## src/hsf_pkg.sv

```systemverilog
// Constants and types of the high-side switch fault controller.
// Assumes a 250 MHz core clock and digital comparator flags from the analog front end.
// Summary of operation
// - Either protection switches output stage off
// - Fault state keeps output off
// - Fault state drives fixed fault sense current
// - Release needs hold low, retry expired, clear
// - Thermal fault on absolute or relative excess
// - Absolute fault clears after hysteresis drop
// - Relative fault clears when retry expires
// - Current limit switches off without extra delay
// - Overcurrent registered after fixed deglitch time
// - Foldback halves limit after seven faults
// - Standby or clean cycle restores limit
// - Non-foldback variant never reduces limit
package hsf_pkg;

  // ----------------------------------------
  // Timing
  // ----------------------------------------
  localparam int CLK_MHZ = 250;          // Core clock rate
  localparam int DEGLITCH_NS = 3000;     // Overcurrent deglitch time
  localparam int DEGLITCH_CYC = (DEGLITCH_NS * CLK_MHZ + 999) / 1000;
  localparam int RETRY_US = 2000;        // Retry interval, plain default
  localparam int RETRY_CYC = RETRY_US * CLK_MHZ;
  localparam int CNT_W = 32;             // Width of the retry counter
  localparam int DG_W = 10;              // Width of the deglitch counter

  // ----------------------------------------
  // Foldback and temperature
  // ----------------------------------------
  localparam logic [2:0] FOLD_COUNT = 3'h7;   // Faults in a row before halving
  localparam int TEMP_W = 8;                  // Temperature code width
  localparam int LIM_W = 8;                   // Current limit code width

  // ----------------------------------------
  // Sense output selection
  // ----------------------------------------
  localparam logic [1:0] SNS_MEASURE = 2'h0;  // Normal measurement
  localparam logic [1:0] SNS_FAULT = 2'h1;    // Fault indication current
  localparam logic [1:0] SNS_OFF = 2'h2;      // Diagnostics disabled

  // Main state machine
  typedef enum logic [1:0] {HSF_STANDBY, HSF_ON, HSF_FAULT} hsf_state_t;

endpackage : hsf_pkg

```

## src/hsf_fault_ctrl.sv

```systemverilog
// Fault handling controller of a single-channel high-side switch.
// Assumes pins and comparator flags are asynchronous; all are synchronised here.
`timescale 1ns/1ps
module hsf_fault_ctrl #(
  parameter int RETRY_CYC = hsf_pkg::RETRY_CYC, // Retry interval in cycles
  parameter bit FOLDBACK = 1'b1                 // Foldback variant when set
) (
  // Clock and reset
  input wire logic i_clk,
  input wire logic i_reset_n,
  // Controller pins
  input wire logic i_enable,
  input wire logic i_hold,
  // Temperatures
  input wire logic [hsf_pkg::TEMP_W-1:0] i_transistor_junction_temp,
  input wire logic [hsf_pkg::TEMP_W-1:0] i_controller_temp,
  input wire logic [hsf_pkg::TEMP_W-1:0] i_absolute_temp_limit,
  input wire logic [hsf_pkg::TEMP_W-1:0] i_relative_temp_limit,
  input wire logic [hsf_pkg::TEMP_W-1:0] i_thermal_hysteresis,
  // Current limit comparator and setting
  input wire logic i_overcurrent,
  input wire logic [hsf_pkg::LIM_W-1:0] i_current_limit_setting,
  // Output stage and sense output
  output logic o_gate_on,
  output logic [1:0] o_sense_output,
  output logic [hsf_pkg::LIM_W-1:0] o_current_limit_threshold,
  output logic o_fault,
  output logic o_foldback
);

  // ----------------------------------------
  // Input synchronisers
  // ----------------------------------------
  // The limit setting is a pin level too, so it shares the same chain
  localparam int SW = 3 + 5 * hsf_pkg::TEMP_W + hsf_pkg::LIM_W;
  logic [SW-1:0] sync1_reg, sync2_reg; // Two-flop chain, first stage read only by second
  logic en_s, hold_s, oc_s;
  logic [hsf_pkg::TEMP_W-1:0] tj_s, tc_s, tabs_s, trel_s, thys_s;
  logic [hsf_pkg::LIM_W-1:0] lim_s;   // Synchronised nominal limit code

  // Bring every pin into the clock domain
  always_ff @(posedge i_clk or negedge i_reset_n) begin
    if (!i_reset_n) begin
      sync1_reg <= '0;
      sync2_reg <= '0;
    end else begin
      sync1_reg <= {i_enable, i_hold, i_overcurrent, i_transistor_junction_temp,
                    i_controller_temp, i_absolute_temp_limit, i_relative_temp_limit,
                    i_thermal_hysteresis, i_current_limit_setting};
      sync2_reg <= sync1_reg;
    end
  end

  assign {en_s, hold_s, oc_s, tj_s, tc_s, tabs_s, trel_s, thys_s, lim_s} = sync2_reg;

  // ----------------------------------------
  // Overcurrent deglitch
  // ----------------------------------------
  logic oc_filt; // Deglitched overcurrent

  hsf_deglitch hsf_deglitch_inst (
    .i_clk(i_clk),
    .i_reset_n(i_reset_n),
    .i_raw(oc_s),
    .o_filt(oc_filt)
  );

  // ----------------------------------------
  // Thermal comparators
  // ----------------------------------------
  logic abs_over;                       // Junction above absolute limit
  logic rel_over;                       // Gradient above relative limit
  logic [hsf_pkg::TEMP_W:0] diff;       // Signed-safe difference
  logic [hsf_pkg::TEMP_W:0] clear_pt;   // Temperature at which absolute fault clears

  always_comb begin
    diff = {1'b0, tj_s} - {1'b0, tc_s};
    abs_over = tj_s > tabs_s;
    rel_over = (tj_s > tc_s) && (diff > {1'b0, trel_s});
    clear_pt = {1'b0, tabs_s} - {1'b0, thys_s};
  end

  // ----------------------------------------
  // Fault state machine
  // ----------------------------------------
  hsf_pkg::hsf_state_t state_reg, state_next;
  logic fault_reg, fault_next;        // Fault state flag for the pin
  logic abs_flt_reg, abs_flt_next;    // Latched absolute thermal fault
  logic rel_flt_reg, rel_flt_next;    // Latched relative thermal fault
  logic oc_flt_reg, oc_flt_next;      // Latched current limit fault
  logic [hsf_pkg::CNT_W-1:0] retry_reg, retry_next; // Retry countdown
  logic [2:0] cnt_reg, cnt_next;      // Consecutive fault count
  logic fold_reg, fold_next;          // Halved limit active
  logic clean_reg, clean_next;        // On period had no fault
  logic gate_reg, gate_next;
  logic [1:0] sns_reg, sns_next;
  logic [hsf_pkg::LIM_W-1:0] lim_reg, lim_next;
  logic trip;                         // Any protection trips now
  logic retry_done;

  // Next-state logic for the whole controller
  always_comb begin
    state_next = state_reg;
    abs_flt_next = abs_flt_reg;
    rel_flt_next = rel_flt_reg;
    oc_flt_next = oc_flt_reg;
    retry_next = retry_reg;
    cnt_next = cnt_reg;
    fold_next = fold_reg;
    clean_next = clean_reg;
    retry_done = (retry_reg == '0);
    // current limit acts on filtered flag at once
    trip = abs_over || rel_over || oc_filt;
    if (abs_flt_reg && ({1'b0, tj_s} <= clear_pt)) begin
      abs_flt_next = 1'b0;
    end
    // relative fault clears on retry expiry
    if (rel_flt_reg && retry_done) begin
      rel_flt_next = 1'b0;
    end
    // Current fault clears when comparator drops
    if (oc_flt_reg && !oc_filt) begin
      oc_flt_next = 1'b0;
    end
    if (retry_reg != '0) begin
      retry_next = retry_reg - 1'b1;
    end
    case (state_reg)
      hsf_pkg::HSF_STANDBY: begin
        cnt_next = '0;
        fold_next = 1'b0;
        if (en_s) begin
          state_next = hsf_pkg::HSF_ON;
          clean_next = 1'b1;
        end
      end
      hsf_pkg::HSF_ON: begin
        if (trip) begin
          state_next = hsf_pkg::HSF_FAULT;
          abs_flt_next = abs_over;
          rel_flt_next = rel_over;
          oc_flt_next = oc_filt;
          // timer and count start on entry
          retry_next = hsf_pkg::CNT_W'(RETRY_CYC);
          if (cnt_reg != hsf_pkg::FOLD_COUNT) begin
            cnt_next = cnt_reg + 3'h1;
          end
          // halve after seven faults in a row
          if (FOLDBACK && (cnt_reg + 3'h1 == hsf_pkg::FOLD_COUNT)) begin
            fold_next = 1'b1;
          end
          clean_next = 1'b0;
        end else if (!en_s) begin
          state_next = hsf_pkg::HSF_STANDBY;
          if (clean_reg) begin
            cnt_next = '0;
            fold_next = 1'b0;
          end
        end
      end
      hsf_pkg::HSF_FAULT: begin
        // release needs hold low, expiry, all clear
        // controller sets latch behaviour via hold
        if (!hold_s && retry_done && !abs_flt_next && !rel_flt_next && !oc_flt_next && !trip) begin
          state_next = en_s ? hsf_pkg::HSF_ON : hsf_pkg::HSF_STANDBY;
        end
      end
      default: begin
        state_next = hsf_pkg::HSF_STANDBY;
      end
    endcase
    gate_next = (state_next == hsf_pkg::HSF_ON);
    // Registered copy so the fault pin comes straight from a flop
    fault_next = (state_next == hsf_pkg::HSF_FAULT);
    // fixed fault current on sense output
    if (state_next == hsf_pkg::HSF_FAULT) begin
      sns_next = hsf_pkg::SNS_FAULT;
    end else if (state_next == hsf_pkg::HSF_ON) begin
      sns_next = hsf_pkg::SNS_MEASURE;
    end else begin
      sns_next = hsf_pkg::SNS_OFF;
    end
    lim_next = fold_next ? (lim_s >> 1) : lim_s;
  end

  // Register stage
  always_ff @(posedge i_clk or negedge i_reset_n) begin
    if (!i_reset_n) begin
      state_reg <= hsf_pkg::HSF_STANDBY;
      abs_flt_reg <= 1'b0;
      rel_flt_reg <= 1'b0;
      oc_flt_reg <= 1'b0;
      retry_reg <= '0;
      cnt_reg <= '0;
      fold_reg <= 1'b0;
      clean_reg <= 1'b0;
      gate_reg <= 1'b0;
      fault_reg <= 1'b0;
      sns_reg <= hsf_pkg::SNS_OFF;
      lim_reg <= '0;
    end else begin
      state_reg <= state_next;
      abs_flt_reg <= abs_flt_next;
      rel_flt_reg <= rel_flt_next;
      oc_flt_reg <= oc_flt_next;
      retry_reg <= retry_next;
      cnt_reg <= cnt_next;
      fold_reg <= fold_next;
      clean_reg <= clean_next;
      gate_reg <= gate_next;
      fault_reg <= fault_next;
      sns_reg <= sns_next;
      lim_reg <= lim_next;
    end
  end

  // ----------------------------------------
  // Outputs, all from flip-flops
  // ----------------------------------------
  assign o_gate_on = gate_reg;
  assign o_sense_output = sns_reg;
  assign o_current_limit_threshold = lim_reg;
  assign o_fault = fault_reg;
  assign o_foldback = fold_reg;

endmodule : hsf_fault_ctrl

```

## src/hsf_deglitch.sv

```systemverilog
// Deglitch filter for one comparator flag.
// Assumes the input is already synchronous to i_clk.
`timescale 1ns/1ps
module hsf_deglitch (
  // Clock and reset
  input wire logic i_clk,
  input wire logic i_reset_n,
  // Raw and filtered flag
  input wire logic i_raw,
  output logic o_filt
);

  // ----------------------------------------
  // Counter
  // ----------------------------------------
  logic [hsf_pkg::DG_W-1:0] cnt_reg, cnt_next; // Cycles the flag has held
  logic filt_reg, filt_next;                    // Filtered output

  // Count while high, restart on any low cycle
  always_comb begin
    cnt_next = cnt_reg;
    filt_next = 1'b0;
    if (!i_raw) begin
      cnt_next = '0;
    end else if (cnt_reg >= hsf_pkg::DG_W'(hsf_pkg::DEGLITCH_CYC - 1)) begin
      filt_next = 1'b1;
    end else begin
      cnt_next = cnt_reg + 1'b1;
    end
  end

  // Register stage
  always_ff @(posedge i_clk or negedge i_reset_n) begin
    if (!i_reset_n) begin
      cnt_reg <= '0;
      filt_reg <= 1'b0;
    end else begin
      cnt_reg <= cnt_next;
      filt_reg <= filt_next;
    end
  end

  assign o_filt = filt_reg;

endmodule : hsf_deglitch

```

## config.mk

```make
export PLATFORM = sky130hd
export DESIGN_NAME = hsf_fault_ctrl
export DESIGN_NICKNAME = d
export VERILOG_FILES = /design/src/hsf_pkg.sv /design/src/hsf_fault_ctrl.sv /design/src/hsf_deglitch.sv
export SDC_FILE = /design/constraint.sdc
export NUM_CORES = 1
export LEC_CHECK = 0
export BUFFER_PORTS_ARGS = -buffer_cell sky130_fd_sc_hd__buf_2
export CORE_UTILIZATION = 35
export CTS_CLUSTER_SIZE = 40
export DETAILED_ROUTE_END_ITERATION = 8
export PLACE_DENSITY = 0.64
export SLEW_MARGIN = 5
export SYNTH_ARGS = -nofsm -noshare
export SYNTH_HDL_FRONTEND = slang
export SYNTH_SLANG_ARGS = --single-unit
```

## constraint.sdc

```tcl
create_clock -name i_clk -period 4.4 [get_ports i_clk]
set_input_delay 0.22 -clock i_clk [delete_from_list [all_inputs] [get_ports i_clk]]
set_output_delay 0.22 -clock i_clk [all_outputs]
set_load 0.03 [all_outputs]
```

Word level (Yosys, flattened, before mapping)
Index checks and enable logic that the tools add are counted.
Word-level totals
  register bits: 167
  input port bits: 53
  output and inout port bits: 13
  word-level logic and storage cells: 99
Cells by class
  add/subtract/negate cells: 5
  order comparisons: 5
  equality and inequality tests: 12
  multiplexer cells: 38
  reductions and logical operators: 23
Operators by type and width (number)
  $mux 32: 3
  $logic_not 32->1: 1
  $reduce_bool 32->1: 1
  $sub 32x1->32 const B: 1
  $mux 10: 2
  $mux 1: 18
  $sub 8x8->9: 2
  $gt 8x8->1: 2
  $mux 2: 6
  $mux 3: 4
  $ne 3x3->1 const B: 4
  $add 10x1->10 const B: 1
  $ge 10x10->1 const B: 1
  $gt 9x8->1: 1
  $le 8x9->1: 1
  $logic_and 1x1->1: 9
  $mux 8: 1
  $logic_not 1->1: 6
  $ne 2x2->1 const B: 3
  $pmux 2 s3: 1
  $pmux 3 s2: 1
  $eq 2x1->1 const B: 2
  $eq 2x2->1 const B: 2
  $pmux 1 s2: 2
  other kinds (7): 8

Logic depth before layout (Yosys ltp)
Gate-level depths: netlist (run 1).
  depth in word-level cells: 14
  depth in mapped cells: 17
  gate-level depth less buffers: 17

Hierarchy
Synthesis (run 1) repeated with hierarchy kept, for this count alone.
Unflattened totals
  cell total of the unflattened synthesis: 601
  area, all modules: 7140.6 um^2
Modules (own cells, without submodules)
  hsf_fault_ctrl: times used 1, cells each 523, area each 6423.7 um^2, sequential area each 3829.9 um^2
  hsf_deglitch: times used 1, cells each 78, area each 716.9 um^2, sequential area each 275.3 um^2

Least setup slack after synthesis (run 1)
Ideal clock, no wire load.
  kind: reg2reg
  start point: reg sync2_reg[40]
  end point: reg sns_reg[1] (netlist: o_sense_output[1])
  library setup time: 0.083 ns
  data arrival time: 3.802 ns
  data required time: 4.317 ns
  setup slack: 0.515 ns
  cell stages (with the launch flop): 18
  period minus slack after synthesis: 3.885 ns
  cells stage by stage: dfrtp_1 > inv_1 > ha_1 > inv_1 > fa_1 > a21o_1 > a21oi_1 > o21bai_1 > a21oi_1 > xnor2_1 > ha_1 > and3_1 > a221o_1 > a21oi_1 > o31ai_1 > or4_4 > a31o_1 > ha_1
On the way
  longest elaborated chain between the ends: 13
  elaborated cells on any way between the ends: 23
Ends and longest elaborated chain
  from (decl): RTL line hsf_fault_ctrl.sv:36  | logic [SW-1:0] sync1_reg, sync2_reg;
  from (signal assigned): RTL line hsf_fault_ctrl.sv:50  | sync2_reg <= sync1_reg;
  branches (longest 9 deep; another with $sub 8x8->9)
  $pmux 2 s3 (*): RTL line hsf_fault_ctrl.sv:128  | case (state_reg)
  via state_next[1]: RTL line hsf_fault_ctrl.sv:86  | hsf_pkg::hsf_state_t state_reg, state_next;
  $eq 2x1->1: RTL line hsf_fault_ctrl.sv:178  | end else if (state_next == hsf_pkg::HSF_ON) begin
  $mux 2: RTL line hsf_fault_ctrl.sv:178
  $mux 2 (*): RTL line hsf_fault_ctrl.sv:176  | if (state_next == hsf_pkg::HSF_FAULT) begin
  via sns_next[1]: RTL line hsf_fault_ctrl.sv:96  | logic [1:0] sns_reg, sns_next;
  to (signal assigned): RTL line hsf_fault_ctrl.sv:199  | sns_reg <= hsf_pkg::SNS_OFF;
  to (signal assigned): RTL line hsf_fault_ctrl.sv:212  | sns_reg <= sns_next;
  to (decl): RTL line hsf_fault_ctrl.sv:96
Mark *: on every way through the listed nets, which the timed path passes.
A chain may end at the register's enable or synchronous reset.

Final worst setup path (run 1)
  start point: reg sync2_reg[41]
  end point: reg sns_reg[1] (netlist: o_sense_output[1])
The elaborated chain is that of the path after synthesis.

==> metrics.txt, run 1 <==
Post-synth EDFFs 0; worst slew pin tran approximately 820 ps; # setup viols final 0; register area share after synthesis 59.5%; DPL Wire Length 8.49 mm; skew final roughly 9.8 ps; met3 usage 3.73%; # port buffers 65; Inserted Diodes 0; clk_lat worst skew 420 ps; M1 GR Usage 18.0%; pwr dens ~450 nW/µm²; Max Fanout on Critical Path 4; Syn Inst Count around 570; crit share post-route between 90 and 100%; most frequent cells in the layout 162 x dfrtp_1, 64 x buf_2, 54 x inv_1; Async SR Flop Fraction 100%; Slew Viols, Final 0; die width 142 µm; overall routing resource usage 13.7%; max_slew headroom 45.2%; largest net degree at the start of global routing 101; total gr overflow 0; outcome finished clean; Top FF cell, synth dfrtp_1; worst setup path class reg2reg; FP Rows 50; global-route met2 utilization 20.9%; CTS root buf clkbuf_16; Mean Syn Cell Area 12.0 µm²; Routed Antenna Nets 0; routed vias/inst 4.56; vias in the first global route roughly 4500; CP required 4750 ps; Core ar. 19000 µm²; Sink Count 164; post-synth cell types 56; drt pass-1 iters 4; Vias 4481; Maximum Capacitance Violations 0; first-pass GRT wire length 21.3 mm; initial core utilization between 30 and 40%; Peak VDD IR 285 µV; overall routed net length 12.4 mm; Worst Hold Class in2async; CP Launch Type flip-flop; die outline height roughly 140 µm; total CTS buffers 17; CTS clk-pin slew, worst paths around 70 ps; commonest non-fill, non-tap cell in the layout dfrtp_1; fmax 243 MHz; GPL Wtd Cong just under 0.8; clock buffer depth 2; #FFs+latches synth 164; critical path arrival 4470 ps; share of cells above drive strength 1 17.2%; CTS tree built; LEAKAGE between 4 and 5 nW; fin nets approximately 810; io pins 66; gr busiest metal met2; clock period minus worst slack 4120 ps; total negative slack 0 ps; nature of the critical path endpoint flip-flop; H-tree depth 4; Hold Fails Final Rpt 0; 1st-iter DRT viols 213; RSZ-0062 raised after global routing no; initial antenna violation count 0; Post-Syn Nets just under 700; area grow syn2layout 26.5%; synthesized area 6900 µm²; drt drc 0; overall power consumption 3.91 mW; die area 20300 µm²; Yosys warnings 0; routed len/inst 12.6 µm
## layer usage
layer | share of wire (%) | up-vias
li1 | - | 2248
met1 | 48 | 2135
met2 | 46 | 75
met3 | 3.7 | 23
met4 | 2.4 | 0
met5 | 0 | -
## stage by stage
step           util, %  setup slack (ps)  instances  hold WS [ps]  instance area, µm²
2_1_floorplan        -               515        574         -75.6                6900
3_3_place_gp      39.8               312        898           249                7580
3_5_place_dp      39.8               244        898           247                7580
4_1_cts           45.8               213        982           349                8710
5_1_grt           45.9              40.4        982           350                8720
6_report          45.9               279        982           346                8720
## final timing paths
check                                             start                     endpoint  slack (ps)  cells after the start
worst max-delay path            sync2_reg[41]$_DFF_PN0_  o_sense_output[1]$_DFF_PN1_         280                     17
worst min-delay path                          i_reset_n      sync1_reg[43]$_DFF_PN0_         350                      2
worst max register to register  sync2_reg[41]$_DFF_PN0_  o_sense_output[1]$_DFF_PN1_         280                     17
worst min register to register  sync1_reg[46]$_DFF_PN0_      sync2_reg[46]$_DFF_PN0_         350                      0
max in group asynchronous                     i_reset_n  o_sense_output[1]$_DFF_PN1_        3130                      3
min in group i_clk              sync1_reg[46]$_DFF_PN0_      sync2_reg[46]$_DFF_PN0_         350                      0
## cell families (layout without fill, tap and decap cells)
| family | after synthesis | after routing | synth area share (%) |
|---|---|---|---|
| and+or+nand+nor | 157 | 157 | 12.2 |
| buffers and inverters | 61 | 209 | 3.37 |
| AOI/OAI and AO/OA | 93 | 93 | 9.02 |
| DFF | 164 | 164 | 59.5 |
| adders and majority gates | 52 | 52 | 9.65 |
| xor gates and xnor gates | 39 | 39 | 4.95 |
| muxes | 8 | 8 | 1.29 |
## area by class of cell
| type | instances | area, µm² |
|---|---|---|
| clock buffer | 20 | 447 |
| fill | 1762 | 10300 |
| timing repair buffer | 122 | 902 |
| sequential | 164 | 4110 |
| clock inverter | 12 | 165 |
| tap | 260 | 325 |
| multi-input combinational | 349 | 2570 |
| inverter | 55 | 206 |
## power by group
group	switching [mW]	internal, mW	total (mW)
sequential	0.105	1.65	1.75
clock	0.605	0.919	1.52
combinational	0.358	0.279	0.637
## critical path: stages (launching register included)
cell,delay (ps)
dfrtp_2,440
ha_1,290
nor2b_1,140
o31a_1,260
o21ai_0,170
nor2b_4,180
o21bai_1,70
a21oi_1,170
xnor2_1,150
ha_1,270
and3_1,190
a221o_1,330
a21oi_2,140
buf_4,140
o31ai_1,100
or4_4,450
a31o_1,250
ha_1,270
## Yosys cell counts, types with 7 or more instances
cell / count / area [µm²]
xnor2_1: 22 / 193
xor2_1: 17 / 149
a211oi_1: 7 / 52.6
nor3_1: 8 / 40.0
o21ai_0: 24 / 120
inv_1: 54 / 203
nand4_1: 13 / 81.3
mux2_2: 7 / 78.8
nand3_1: 7 / 35.0
nand2_1: 27 / 101
nor4_1: 7 / 43.8
dfrtp_1: 163 / 4080
nor2_1: 52 / 195
or3_1: 8 / 50.1
ha_1: 50 / 626
a21oi_1: 20 / 100
## what timing repair did
action | in CTS | in global routing
gates resized for setup | 0 | 4
endpoints found under the setup margin | 0 | 2
endpoints found under the hold margin | 115 | 0
hold buffers | 52 | 0
buffers inserted | 0 | 0
Note: power is estimated with default switching activity, not from simulation.
==> inputs of run 2 (changes only) <==
clock period = 4.95 ns   (was 4.4 ns; I/O delays follow)
==> run 2 against run 1 <==
  * Fmax fell by 5.0%
  * Cell count is 0.20% lower
  * Via count is 0.83% lower
  * Worst setup slack better by 330 ps
==> metrics.txt, run 2 (same netlist as run 1, synthesis figures left out) <==
CTS root buf clkbuf_16 (unchanged); # port buffers 65 (unchanged); Hold Fails Final Rpt 0 (unchanged); skew final 8.57 ps (was 9.84 ps); CP required 5300 ps (was 4750 ps); fmax 231 MHz (was 243 MHz); Psw 0.951 mW (was 1.07 mW); routed len/inst 12.6 µm (about the same); clock period minus worst slack 4340 ps (was 4120 ps); drt pass-1 iters 4 (unchanged); fillers 1773 (was 1762); Max Fanout on Critical Path 4 (unchanged); critical path arrival 4680 ps (was 4470 ps); die outline height 142 µm (unchanged); clock buffer depth 2 (unchanged); outcome finished clean (unchanged); fin nets 812 (was 814); CTS resizes 0 (unchanged); Slew Viols, Final 0 (unchanged); internal reg-to-reg setup slack 610 ps (was 280 ps); clk_lat worst skew 420 ps (about the same); Vias 4444 (was 4481); first-pass GRT wire length 21.4 mm (was 21.3 mm); Worst path max stage delay 460 ps (was 450 ps); Comb power frac 16.9% (was 16.3%); Worst Hold Class reg2reg (was in2async); # setup viols final 0 (unchanged); total negative slack 0 ps (unchanged); largest net degree at the start of global routing 66 (was 101); share of cells above drive strength 1 16.7% (was 17.2%); max_slew headroom 49.2% (was 45.2%); pwr dens 384 nW/µm² (was 449 nW/µm²); Levels on crit path 16 (was 17); worst slew pin tran 761 ps (was 817 ps); CP Launch Type flip-flop (unchanged); CTS clk-pin slew, worst paths 60 ps (was 70 ps); sequential cell fraction of total power 47.2% (was 44.8%); Core ar. 19000 µm² (unchanged); total CTS buffers 17 (unchanged); crit share post-route 87.6% (was 93.7%); LEAKAGE 4.00 nW (was 4.05 nW); initial core utilization 36.3% (unchanged); CP Cell Sequence ha_1 -> nor2b_1 -> o31a_1 -> o21ai_0 -> nor2b_1 -> o21bai_1 -> a21oi_1 -> xnor2_1 -> ha_1 -> and3_1 -> a221o_1 -> a21oi_1 -> o31ai_1 -> or4_4 -> a31o_1 -> ha_1 (was ha_1 -> nor2b_1 -> o31a_1 -> o21ai_0 -> nor2b_4 -> o21bai_1 -> a21oi_1 -> xnor2_1 -> ha_1 -> and3_1 -> a221o_1 -> a21oi_2 -> buf_4 -> o31ai_1 -> or4_4 -> a31o_1 -> ha_1); Setup Buffers After CTS 0 (unchanged); CP bufs+invs 0 (was 1); GPL Wtd Cong 0.781 (was 0.782); die area 20300 µm² (unchanged); area grow syn2layout 24.7% (was 26.5%); overall routed net length 12.4 mm (about the same); most frequent cells in the layout 163 x dfrtp_1, 64 x buf_2, 54 x inv_1 (was 162 x dfrtp_1, 64 x buf_2, 54 x inv_1); H-tree depth 4 (unchanged); worst r2r path cells 16 (was 17); nature of the critical path endpoint flip-flop (unchanged); Peak VDD IR 244 µV (was 285 µV); routed vias/inst 4.53 (was 4.56); Hold Path Depth 0; Slowest-stage cell, CP or4_4 (unchanged); 1st-iter DRT viols 187 (was 213); CP most frequent cell ha_1 (unchanged); Clock Power Share 35.9% (was 38.9%); total gr overflow 0 (unchanged); io pins 66 (unchanged); switch share 28.8% (was 27.3%); Pint 2.35 mW (was 2.85 mW); DPL Wire Length 8.51 mm (was 8.49 mm); Sink Count 164 (unchanged); drt drc 0 (unchanged); initial antenna violation count 0 (unchanged); Inserted Diodes 0 (unchanged); RSZ-0062 raised after global routing no (unchanged); CTS tree built (unchanged); design area 8600 µm² (was 8720 µm²); Maximum Capacitance Violations 0 (unchanged); FP Rows 50 (unchanged); worst setup path class reg2reg (unchanged); Routed Antenna Nets 0 (unchanged); vias in the first global route 4394 (was 4502); Crit path max-delay family compound AO/OA/AOI/OAI gates (unchanged); hold buffer count at cts 52 (unchanged); commonest non-fill, non-tap cell in the layout dfrtp_1 (unchanged); die width 142 µm (unchanged); placed cell area 7550 µm² (was 7580 µm²); overall routing resource usage 13.6% (was 13.7%)
[run 2: stage by stage]
step	hold slack (ps)	instances	worst slack (ps)	total power, mW	utilization [%]
after global placement	263	896	674	2.11	39.7
after global routing	346	980	325	3.50	45.2
after CTS	346	980	566	3.35	45.2
final	346	980	614	3.30	45.2
after detailed placement	267	896	623	2.11	39.7
after floorplan	-48.1	574	1070	1.95	-
[run 2: final cells by class]
cell class | instances | area, µm² | share of cell area (%)
flip-flops and latches | 164 | 4110 | 47.7
repair buffers | 120 | 875 | 10.2
multi-input cells | 349 | 2560 | 29.7
well taps | 260 | 325 | 3.78
clock inverters | 14 | 103 | 1.19
clock buffers | 18 | 429 | 4.99
inverters | 55 | 206 | 2.40
[run 2: final timing paths]
path,endpoint,from
max reg2reg,o_sense_output[1]$_DFF_PN1_,sync2_reg[41]$_DFF_PN0_
min,sync2_reg[4]$_DFF_PN0_,sync1_reg[4]$_DFF_PN0_
max in group asynchronous,retry_reg[7]$_DFF_PN0_,i_reset_n
min in group asynchronous,sync1_reg[10]$_DFF_PN0_,i_reset_n
min reg2reg,sync2_reg[4]$_DFF_PN0_,sync1_reg[4]$_DFF_PN0_
max,o_sense_output[1]$_DFF_PN1_,sync2_reg[41]$_DFF_PN0_
[run 2: power groups by stage]
| stage | logic (mW) | clock network, mW | registers, mW |
|---|---|---|---|
| final | 0.557 | 1.19 | 1.56 |
| after global routing | 0.633 | 1.29 | 1.58 |
| after CTS | 0.565 | 1.23 | 1.56 |
| after detailed placement | 0.531 | 0 | 1.58 |
| after global placement | 0.523 | 0 | 1.58 |
| after floorplan | 0.363 | 0 | 1.58 |
[run 2: per-layer routing]
metal	GRT usage, %	vias to the layer above	share of wire [%]
met5	0	-	0
met4	4.92	0	1.5
met3	3.60	17	3.1
met2	20.7	56	45
met1	18.7	2135	50
li1	-	2236	-
